**src/pkg/utxf_pkg.sv**
```systemverilog
// Package for the serial transmitter: format, states, carriers, constants
package utxf_pkg;

   localparam logic [15:0] UTXF_DIV_RESET = 16'h0000;
   localparam logic [2:0] UTXF_FRAC_RESET = 3'h0;
   localparam logic [3:0] UTXF_ACC_RESET = 4'h0;
   localparam logic [4:0] UTXF_BREAK_BITS = 5'h0d;
   localparam logic [1:0] UTXF_STOP_BITS = 2'h2;
   localparam logic [3:0] UTXF_WORD8_BITS = 4'h8;
   localparam logic [3:0] UTXF_WORD9_BITS = 4'h9;
   localparam int UTXF_ACC_CARRY_POS = 3;

   localparam logic [1:0] UTXF_PAR_EVEN = 2'h0;
   localparam logic [1:0] UTXF_PAR_ODD = 2'h1;
   localparam logic [1:0] UTXF_PAR_MARK = 2'h2;
   localparam logic [1:0] UTXF_PAR_SPACE = 2'h3;

   typedef enum logic [2:0] {
      UTXF_IDLE = 3'b000,
      UTXF_START = 3'b001,
      UTXF_DATA = 3'b010,
      UTXF_STOP = 3'b011,
      UTXF_BRK = 3'b100
   } utxf_state_t;

   // Shared frame format, also used by the receiver side
   typedef struct packed {
      logic word_length_select;
      logic parity_enable_bit;
      logic [1:0] parity_type_field;
      logic rx_stop_count_select;
      logic tx_ninth_bit;
      logic addr_detect_en;
   } utxf_fmt_t;

   typedef struct packed {
      logic [15:0] baud_divider_value;
      logic [2:0] baud_fraction_steps;
   } utxf_baud_t;

   typedef struct packed {
      logic valid;
      logic [8:0] word;
   } utxf_slot_t;

   typedef struct packed {
      utxf_state_t state;
      logic [15:0] div_cnt;
      logic [3:0] mod_acc;
      logic [8:0] tx_shift_register;
      logic [3:0] bits_left;
      logic [4:0] brk_cnt;
      logic brk_frame;
      utxf_slot_t slot0;
      utxf_slot_t slot1;
      logic status_read;
      logic tx_empty_flag;
      logic tx_idle_flag;
      logic tx_irq;
      logic serial_out_pin;
      logic serial_out_oe;
      logic line_in_en;
      logic rx_idle_flag;
      logic wr_ready;
   } utxf_regs_t;

endpackage : utxf_pkg

```
**src/rtl/utxf_uart_tx.sv**
```systemverilog
// Serial transmitter with fractional baud generator and two-entry buffer
// How it works
// - Add fraction per bit; carry adds cycle
// - Base bit period is 16-bit divider
// - NRZ frame, start, data LSB first
// - Even, odd, mark, space or none parity
// - Address flag occupies word MSB
// - Reset format: 8 bits, no parity
// - Transmitter always sends two stop bits
// - Receiver shares format and baud settings
// - Module and transmit enables drive output; module and receive, line input
// - Output line high when not shifting
// - Disable releases pins, empties buffer
// - Disable clears flags, sets empty, idle
// - Disable aborts; re-enable keeps configuration
// - Nine-bit mode MSB from ninth bit
// - Reload shift register only after rx_stop_count_select
// - Start needs transmit enable and word
// - Clearing transmit enable rx_stop_count_select, resets transmitter
// - Writes ignored while empty flag low
// - Empty flag when buffer accepts; irq
// - Write during frame waits in buffer
// - Write while idle goes straight out
// - Idle flag set after frame completes
// - Break: start, thirteen zeros, two rx_stop_count_select
`timescale 1ns/1ns
module utxf_uart_tx
(
   input wire logic mclk,
   input wire logic reset,
   input wire logic serial_module_enable,
   input wire logic transmit_enable_bit,
   input wire logic receive_enable_bit,
   input wire logic send_break_bit,
   input wire logic tx_empty_irq_enable,
   input wire utxf_pkg::utxf_fmt_t fmt,
   input wire utxf_pkg::utxf_baud_t baud,
   input wire logic status_read,
   input wire logic data_write,
   input wire logic [7:0] serial_data_buffer,
   output logic wr_ready,
   output logic serial_out_pin,
   output logic serial_out_oe,
   output logic line_in_en,
   output logic tx_empty_flag,
   output logic tx_idle_flag,
   output logic rx_idle_flag,
   output logic tx_irq,
   output logic [3:0] mod_acc_out
);

   utxf_pkg::utxf_regs_t r_q;
   utxf_pkg::utxf_regs_t r_d;

   // Parity over the low data bits, even/odd/mark/space
   function automatic logic par_bit(input logic [8:0] w, input logic nine,
                                    input logic [1:0] ty);
      logic x;
      x = nine ? ^w[7:0] : ^w[6:0];
      case (ty)
         utxf_pkg::UTXF_PAR_EVEN: par_bit = x;
         utxf_pkg::UTXF_PAR_ODD: par_bit = ~x;
         utxf_pkg::UTXF_PAR_MARK: par_bit = 1'b1;
         default: par_bit = 1'b0;
      endcase
   endfunction : par_bit

   // Assemble the word with MSB as ninth bit, parity or address flag
   function automatic logic [8:0] build_word(input logic [7:0] d,
                                             input utxf_pkg::utxf_fmt_t f);
      logic [8:0] w;
      w = {1'b0, d};
      if (f.word_length_select)
         w[8] = f.tx_ninth_bit;
      if (f.parity_enable_bit)
      begin
         if (f.word_length_select)
            w[8] = par_bit(w, 1'b1, f.parity_type_field);
         else
            w[7] = par_bit(w, 1'b0, f.parity_type_field);
      end
      else if (f.addr_detect_en)
      begin
         if (f.word_length_select)
            w[8] = f.tx_ninth_bit;
         else
            w[7] = d[7];
      end
      build_word = w;
   endfunction : build_word

   // Bit time for the current bit; fraction carry adds one cycle
   function automatic logic [16:0] bit_len(input logic [3:0] acc,
                                           input logic [2:0] fr,
                                           input logic [15:0] dv);
      logic [4:0] s;
      s = {1'b0, acc} + {2'b00, fr};
      bit_len = {1'b0, dv} + {16'h0000, s[4] | s[utxf_pkg::UTXF_ACC_CARRY_POS]
                & ~acc[utxf_pkg::UTXF_ACC_CARRY_POS]};
   endfunction : bit_len

   logic tx_on;
   logic [4:0] acc_sum;
   logic bit_end;
   logic [16:0] blen;
   logic [8:0] head_word;
   logic wr_ok;

   always_comb
   begin
      r_d = r_q;
      tx_on = serial_module_enable & transmit_enable_bit;
      acc_sum = {1'b0, r_q.mod_acc} + {2'b00, baud.baud_fraction_steps};
      blen = bit_len(r_q.mod_acc, baud.baud_fraction_steps,
                     baud.baud_divider_value);
      bit_end = ({1'b0, r_q.div_cnt} + 17'h00001) >= blen;
      head_word = r_q.slot0.word;
      wr_ok = data_write & r_q.status_read & r_q.tx_empty_flag;

      if (status_read)
         r_d.status_read = 1'b1;

      // Buffer write; its clear of status_read overrides a status read in the same cycle
      if (wr_ok)
      begin
         r_d.status_read = 1'b0;
         if (!r_q.slot0.valid)
         begin
            r_d.slot0.valid = 1'b1;
            r_d.slot0.word = build_word(serial_data_buffer, fmt);
         end
         else
         begin
            r_d.slot1.valid = 1'b1;
            r_d.slot1.word = build_word(serial_data_buffer, fmt);
         end
         r_d.tx_idle_flag = 1'b0;
      end

      // Divider runs every cycle while a frame is active
      if (r_q.state != utxf_pkg::UTXF_IDLE)
         r_d.div_cnt = bit_end ? utxf_pkg::UTXF_DIV_RESET
                               : r_q.div_cnt + 16'h0001;
      if (r_q.state != utxf_pkg::UTXF_IDLE && bit_end)
         r_d.mod_acc = acc_sum[3:0];

      case (r_q.state)
         utxf_pkg::UTXF_IDLE:
         begin
            r_d.serial_out_pin = 1'b1;
            if (tx_on && send_break_bit && r_q.tx_idle_flag)
            begin
               r_d.state = utxf_pkg::UTXF_START;
               r_d.brk_frame = 1'b1;
               r_d.brk_cnt = utxf_pkg::UTXF_BREAK_BITS;
               r_d.div_cnt = utxf_pkg::UTXF_DIV_RESET;
               r_d.mod_acc = utxf_pkg::UTXF_ACC_RESET;
               r_d.serial_out_pin = 1'b0;
               r_d.tx_idle_flag = 1'b0;
            end
            else if (tx_on && r_q.slot0.valid)
            begin
               r_d.state = utxf_pkg::UTXF_START;
               r_d.brk_frame = 1'b0;
               r_d.tx_shift_register = head_word;
               // A word written in this cycle sits in slot1; keep it
               r_d.slot0 = wr_ok ? r_d.slot1 : r_q.slot1;
               r_d.slot1.valid = 1'b0;
               r_d.bits_left = fmt.word_length_select ?
                  utxf_pkg::UTXF_WORD9_BITS : utxf_pkg::UTXF_WORD8_BITS;
               r_d.div_cnt = utxf_pkg::UTXF_DIV_RESET;
               r_d.mod_acc = utxf_pkg::UTXF_ACC_RESET;
               r_d.serial_out_pin = 1'b0;
               r_d.tx_idle_flag = 1'b0;
            end
         end
         utxf_pkg::UTXF_START:
            if (bit_end)
            begin
               if (r_q.brk_frame)
               begin
                  r_d.state = utxf_pkg::UTXF_BRK;
                  r_d.serial_out_pin = 1'b0;
               end
               else
               begin
                  r_d.state = utxf_pkg::UTXF_DATA;
                  r_d.serial_out_pin = r_q.tx_shift_register[0];
               end
            end
         utxf_pkg::UTXF_DATA:
            if (bit_end)
            begin
               r_d.tx_shift_register = {1'b1, r_q.tx_shift_register[8:1]};
               r_d.bits_left = r_q.bits_left - 4'h1;
               if (r_q.bits_left == 4'h1)
               begin
                  r_d.state = utxf_pkg::UTXF_STOP;
                  r_d.bits_left = {2'b00, utxf_pkg::UTXF_STOP_BITS};
                  r_d.serial_out_pin = 1'b1;
               end
               else
                  r_d.serial_out_pin = r_q.tx_shift_register[1];
            end
         utxf_pkg::UTXF_BRK:
            if (bit_end)
            begin
               r_d.brk_cnt = r_q.brk_cnt - 5'h01;
               if (r_q.brk_cnt == 5'h01)
               begin
                  if (send_break_bit)
                     r_d.brk_cnt = utxf_pkg::UTXF_BREAK_BITS;
                  else
                  begin
                     r_d.state = utxf_pkg::UTXF_STOP;
                     r_d.bits_left = {2'b00, utxf_pkg::UTXF_STOP_BITS};
                     r_d.serial_out_pin = 1'b1;
                  end
               end
            end
         utxf_pkg::UTXF_STOP:
            if (bit_end)
            begin
               r_d.bits_left = r_q.bits_left - 4'h1;
               if (r_q.bits_left == 4'h1)
               begin
                  r_d.state = utxf_pkg::UTXF_IDLE;
                  r_d.tx_idle_flag = ~r_q.slot0.valid | r_q.brk_frame;
                  r_d.brk_frame = 1'b0;
               end
            end
         default:
            r_d.state = utxf_pkg::UTXF_IDLE;
      endcase

      // Empty while at least one buffer slot is free
      r_d.tx_empty_flag = ~r_d.slot1.valid;
      r_d.tx_irq = r_d.tx_empty_flag & tx_empty_irq_enable;
      r_d.serial_out_oe = tx_on;
      r_d.line_in_en = serial_module_enable & receive_enable_bit;
      r_d.wr_ready = r_d.tx_empty_flag;

      // Transmit disable aborts the frame but keeps buffered data
      if (!transmit_enable_bit && r_q.state != utxf_pkg::UTXF_IDLE)
      begin
         r_d.state = utxf_pkg::UTXF_IDLE;
         r_d.serial_out_pin = 1'b1;
         r_d.brk_frame = 1'b0;
         r_d.tx_idle_flag = 1'b1;
      end

      if (!serial_module_enable)
      begin
         r_d.state = utxf_pkg::UTXF_IDLE;
         r_d.slot0.valid = 1'b0;
         r_d.slot1.valid = 1'b0;
         r_d.tx_empty_flag = 1'b1;
         r_d.tx_idle_flag = 1'b1;
         r_d.rx_idle_flag = 1'b1;
         r_d.tx_irq = tx_empty_irq_enable;
         r_d.serial_out_pin = 1'b1;
         r_d.serial_out_oe = 1'b0;
         r_d.line_in_en = 1'b0;
         r_d.brk_frame = 1'b0;
         r_d.status_read = 1'b0;
         r_d.wr_ready = 1'b1;
      end
   end

   always_ff @(posedge mclk)
   begin
      if (reset)
      begin
         r_q <= '0;
         r_q.state <= utxf_pkg::UTXF_IDLE;
         r_q.tx_empty_flag <= 1'b1;
         r_q.tx_idle_flag <= 1'b1;
         r_q.rx_idle_flag <= 1'b1;
         r_q.serial_out_pin <= 1'b1;
         r_q.wr_ready <= 1'b1;
      end
      else
         r_q <= r_d;
   end

   assign wr_ready = r_q.wr_ready;
   assign serial_out_pin = r_q.serial_out_pin;
   assign serial_out_oe = r_q.serial_out_oe;
   assign line_in_en = r_q.line_in_en;
   assign tx_empty_flag = r_q.tx_empty_flag;
   assign tx_idle_flag = r_q.tx_idle_flag;
   assign rx_idle_flag = r_q.rx_idle_flag;
   assign tx_irq = r_q.tx_irq;
   assign mod_acc_out = r_q.mod_acc;

   a_idle_line_high: assert property (
      @(posedge mclk) disable iff (reset)
      r_q.state == utxf_pkg::UTXF_IDLE |-> serial_out_pin)
      else $error("line not high while idle");

   a_start_bit_low: assert property (
      @(posedge mclk) disable iff (reset)
      $rose(r_q.state == utxf_pkg::UTXF_START) |-> !serial_out_pin)
      else $error("start bit not low");

   a_start_acc_zero: assert property (
      @(posedge mclk) disable iff (reset)
      $rose(r_q.state == utxf_pkg::UTXF_START) |-> r_q.mod_acc == 4'h0)
      else $error("accumulator not cleared at start");

   a_disable_flags: assert property (
      @(posedge mclk) disable iff (reset)
      !serial_module_enable |=> tx_empty_flag && tx_idle_flag
         && rx_idle_flag && !serial_out_oe)
      else $error("disable did not reset flags");

   a_disable_abort: assert property (
      @(posedge mclk) disable iff (reset)
      !serial_module_enable |=> r_q.state == utxf_pkg::UTXF_IDLE
         && !r_q.slot0.valid)
      else $error("disable did not abort");

   a_transmit_enable_bit_abort: assert property (
      @(posedge mclk) disable iff (reset)
      !transmit_enable_bit |=> r_q.state == utxf_pkg::UTXF_IDLE)
      else $error("transmit disable did not stop");

   // Only mid-frame: a frame start may legally move slot1 forward
   a_write_ignored: assert property (
      @(posedge mclk) disable iff (reset)
      data_write && !tx_empty_flag && serial_module_enable
         && r_q.state != utxf_pkg::UTXF_IDLE |=> $stable(r_q.slot1))
      else $error("write accepted while full");

   a_bit_len_base: assert property (
      @(posedge mclk) disable iff (reset)
      r_q.state != utxf_pkg::UTXF_IDLE && $stable(r_q.state)
         && r_q.div_cnt != 16'h0000 |-> r_q.div_cnt
         <= baud.baud_divider_value)
      else $error("divider exceeded bit length");

   a_stop_two: assert property (
      @(posedge mclk) disable iff (reset)
      $rose(r_q.state == utxf_pkg::UTXF_STOP) |-> r_q.bits_left == 4'h2)
      else $error("not two stop bits");

   a_oe_enable: assert property (
      @(posedge mclk) disable iff (reset)
      serial_module_enable && transmit_enable_bit |=> serial_out_oe)
      else $error("output not driven when enabled");

   a_acc_step: assert property (
      @(posedge mclk) disable iff (reset)
      r_q.state != utxf_pkg::UTXF_IDLE && bit_end |=> r_q.mod_acc ==
         4'($past(r_q.mod_acc)
            + {1'b0, $past(baud.baud_fraction_steps)}))
      else $error("accumulator step wrong");

   a_bit_reload: assert property (
      @(posedge mclk) disable iff (reset)
      r_q.state != utxf_pkg::UTXF_IDLE && bit_end
         |=> r_q.div_cnt == 16'h0000)
      else $error("divider not reloaded at bit end");

   a_stop_shift_hold: assert property (
      @(posedge mclk) disable iff (reset)
      r_q.state == utxf_pkg::UTXF_STOP |=> $stable(r_q.tx_shift_register))
      else $error("shift register reloaded before rx_stop_count_select");

   a_break_line_low: assert property (
      @(posedge mclk) disable iff (reset)
      r_q.state == utxf_pkg::UTXF_BRK |-> !serial_out_pin)
      else $error("line not low during break");

   a_idle_after_stop: assert property (
      @(posedge mclk) disable iff (reset)
      r_q.state == utxf_pkg::UTXF_STOP && bit_end && r_q.bits_left == 4'h1
         && !r_q.slot0.valid && !wr_ok && serial_module_enable
         && transmit_enable_bit |=> tx_idle_flag)
      else $error("idle flag not set after frame");

   a_idle_write_empty: assert property (
      @(posedge mclk) disable iff (reset)
      wr_ok && r_q.state == utxf_pkg::UTXF_IDLE && !r_q.slot0.valid
         && serial_module_enable |=> tx_empty_flag)
      else $error("empty flag low after idle write");

endmodule : utxf_uart_tx

```
**config.mk**
```make
export PLATFORM = sky130hd
export DESIGN_NAME = utxf_uart_tx
export DESIGN_NICKNAME = d
export VERILOG_FILES = /design/src/pkg/utxf_pkg.sv /design/src/rtl/utxf_uart_tx.sv
export SDC_FILE = /design/constraint.sdc
export NUM_CORES = 1
export LEC_CHECK = 0
export BUFFER_PORTS_ARGS = -buffer_cell sky130_fd_sc_hd__buf_2
export CAP_MARGIN = 30
export CORE_MARGIN = 1.5
export CORE_UTILIZATION = 51
export CTS_BUF_LIST = sky130_fd_sc_hd__clkbuf_8
export CTS_CLUSTER_DIAMETER = 80
export CTS_CLUSTER_SIZE = 30
export DETAILED_ROUTE_END_ITERATION = 10
export HOLD_SLACK_MARGIN = 0.12
export PLACE_DENSITY_LB_ADDON = 0.08
export SYNTH_ARGS = -nofsm -noshare
export SYNTH_HDL_FRONTEND = slang
export SYNTH_SLANG_ARGS = --single-unit
```
**constraint.sdc**
```tcl
create_clock -name mclk -period 4.8 [get_ports mclk]
set_input_delay 0.24 -clock mclk [delete_from_list [all_inputs] [get_ports mclk]]
set_output_delay 0.24 -clock mclk [all_outputs]
set_load 0.005 [all_outputs]
```
==> metrics.cfg <==
[synthesis]
synth-simple-area-share_pct=25.0
synth-seq-cells=69
synthAdderAreaFrac_pct=8.35
synth_edf_count=0
ys_seq_area_share_pct=31.1
ys_types=62
synth.cell_area_um2=4440
synth_xor_area_share_pct=6.74
synth_compound_area_share_pct=21.5
synthCells=568
yosys_warnings=0
synth_top_family_by_area=simple AND/OR/NAND/NOR gates
synth-main-ff-cell=dfxtp_1
syn_nets=640
yosys-mux-area-fraction_pct=2.76
ys_async_sr_fraction_pct=0
syn_area_per_cell_um2=7.81

[clock_tree]
cts_root_buf=clkbuf_8
cts_num_sinks=69
clk_pin_slew_worst_paths_ns=0.09
clock_latency_ns=0.35
cts.htree.levels=3
cts_buffers=9
cts_tree=built
post-cts-setup-buffers=0
clock_tree.buffer_depth=2

[finish]
area.growth.synth_to_final_pct=12.9
num-nets-final=683
drive_gt1_share_pct=15.1
diodes=0

[critical_path]
criticalPathCategory=reg2reg
crit_path_max_fanout=11
crit_arrival_ns=4.65
worstPathRequired_ns=5.04
end_kind=flip-flop
worstSetupStartpointType=flip-flop

[sta]
tightest_slew_ns=0.923
fin_worst_skew_ns=0.0125
max_slew_margin_pct=38.2
finalHoldViolations=0
min_period_over_period_pct=91.9
tns_ns=0
rsz0062_at_grt=false
timing.fmax_mhz=227
slew_violations=0
setup_violations=0
layout_min_cycle_time_ns=4.41

[hold_path]
hp-class=in2reg

[place]
dp_hpwl_mm=7.56
gp_congestion=0.913
port_buffers=51

[global_routing]
grt_pass1_wl_mm=17.6
antenna_found_initial=1
grt_max_degree=55
gr-total-overflow=0
track_usage_pct=24.1
grt_pass1_vias=3742

[pwr]
p_per_area_nw_per_um2=251
p_int_mw=0.932
seq_power_share_pct=46.8
clkPwrFrac_pct=43.9
power_mw=1.26
power.share.combinational_pct=9.3
p_sw_mw=0.325
power.leakage_nw=2.05
vdd_drop_max_mv=0.120
p_sw_share_pct=25.9

[route]
wirelength_mm=10.6
via_per_inst=5.80
drt_iter0_drc=359
dr_total_vias=4182
drcViolationCount=0
antenna_left=0
dr.pass1.iters=5
wl_per_cell_um=14.7

[floorplan]
initial_core_util_pct=53.2
core_um2=8340
dieArea_um2=9270
row_count=33
die_height_um=96.3
die_w_um=96.3
ios=55

[outcome]
status=finished clean

[job]
cap_violations=0

critical path: stages, from the launching register on:
cell and delay [ns]:
dfxtp_1 0.40, ha_1 0.25, a21o_1 0.15, a21o_1 0.17
ha_1 0.16, o21bai_2 0.23, ha_1 0.24, ha_1 0.22
nand3_1 0.12, nor2_1 0.09, nand2_1 0.09, xor2_1 0.15
ha_1 0.26, a21o_1 0.16, a21o_1 0.17, a21oi_1 0.13
o21ai_1 0.25, a21o_1 0.40, o21ai_2 0.29, mux2_1 0.34
kinds of logic (layout without fill, tap and decap cells):
logic type               count (synthesis)  count (layout)
flip-flops                              69              69
XOR/XNOR                                31              31
multiplexers                            12              12
buffers and inverters                   45              93
other                                    1               1
AND/OR/NAND/NOR                        231             231
AO/OA/AOI/OAI                          150             150
adder cells (fa/ha/maj)                 29              29
path summary, 6_finish.rpt:
path                                           startpoint                    to  slack [ns]  depth (start not counted)
worst max register to register  mod_acc_out[1]$_SDFF_PP0_  r_q[35]$_SDFFE_PP0P_        0.39                         19
worst min register to register         r_q[10]$_SDFF_PP0_    r_q[10]$_SDFF_PP0_        0.47                          2
worst max-delay path            mod_acc_out[1]$_SDFF_PP0_  r_q[35]$_SDFFE_PP0P_        0.39                         19
worst min-delay path                  tx_empty_irq_enable     tx_irq$_SDFF_PP0_        0.14                          2
sequential cells by signal, summed over array words and instances (netlist names):
name and flops:
serial_out_pin 1, wr_ready 1, line_in_en 1, tx_irq 1
r_q 50, head_word 9, tx_idle_flag 1, mod_acc_out 4
serial_out_oe 1
layout by cell type, fill, tap and decap left out, types with 11 or more instances in the layout:
cell	count
nand3_1	28
xor2_1	12
a31oi_1	12
and3_1	11
nand2_1	67
a21oi_1	52
nor3_1	18
o21ai_0	18
dfxtp_1	69
a21o_1	11
buf_2	51
ha_1	28
nor2_1	55
inv_1	15
xnor2_1	17
power by group through the flow:
stage	sequential (mW)	combinational [mW]	clock, mW
5_1_grt	0.589	0.131	0.589
3_5_place_dp	0.601	0.117	0
6_report	0.587	0.117	0.552
4_1_cts	0.587	0.118	0.560
2_1_floorplan	0.598	0.0737	0
3_3_place_gp	0.600	0.113	0
layout make-up:
class,count,area (um2)
multi-input cells,454,2870
fillers,826,3330
clock inverters,7,103
inverters,15,56.3
well taps,105,131
flip-flops and latches,69,1380
clock buffers,9,124
repair buffers,62,340
Yosys cell counts (all sizes together), types with 3 or more instances:
cell    number  area share [%]
dfxtp       69              31
nand2       67             5.7
nor2        55             4.7
a21oi       54             6.2
o21ai       29             3.4
ha          28             7.9
nand3       28             3.2
clkbuf      19             1.6
nor3        19             2.3
xnor2       17             3.4
inv         15             1.3
a31oi       12             1.7
and3        12             1.7
xor2        12             2.4
a21o        11             1.9
a22oi       11             1.9
buf         11             1.6
mux2i       10             2.3
a211oi       9             1.8
nand4        9             1.3
nor2b        9             1.3
and2         8             1.1
or2          6            0.85
a311oi       4            0.79
nor3b        4            0.68
or3          4            0.56
nand2b       3            0.42
o31ai        3            0.51
timing repair:
| item | CTS | global route |
|---|---|---|
| hold buffers | 1 | 0 |
| resized for setup | 0 | 2 |
| endpoints found under the hold margin | 1 | 0 |
| setup endpoints to repair | 0 | 12 |
metrics by stage:
stage | cells | area [um2] | hold WS [ns] | utilization [%] | setup slack (ns)
floorplan | 568 | 4440 | 0.362 | - | 0.966
global placement | 702 | 4750 | 0.441 | 56.9 | 0.384
detailed placement | 704 | 4760 | 0.446 | 57.1 | 0.346
CTS | 721 | 5000 | 0.128 | 59.9 | 0.321
global route | 721 | 5010 | 0.148 | 60.0 | 0.0597
finish | 721 | 5010 | 0.141 | 60.0 | 0.388
per-layer routing:
layer	GRT usage [%]	share of wire (%)	vias to the layer above
li1	-	-	2117
met1	33.8	49	1939
met2	37.3	44	116
met3	4.11	5.9	8
met4	7.48	0.68	2
met5	0	0.066	-
Power figures use the tool's default switching activity.
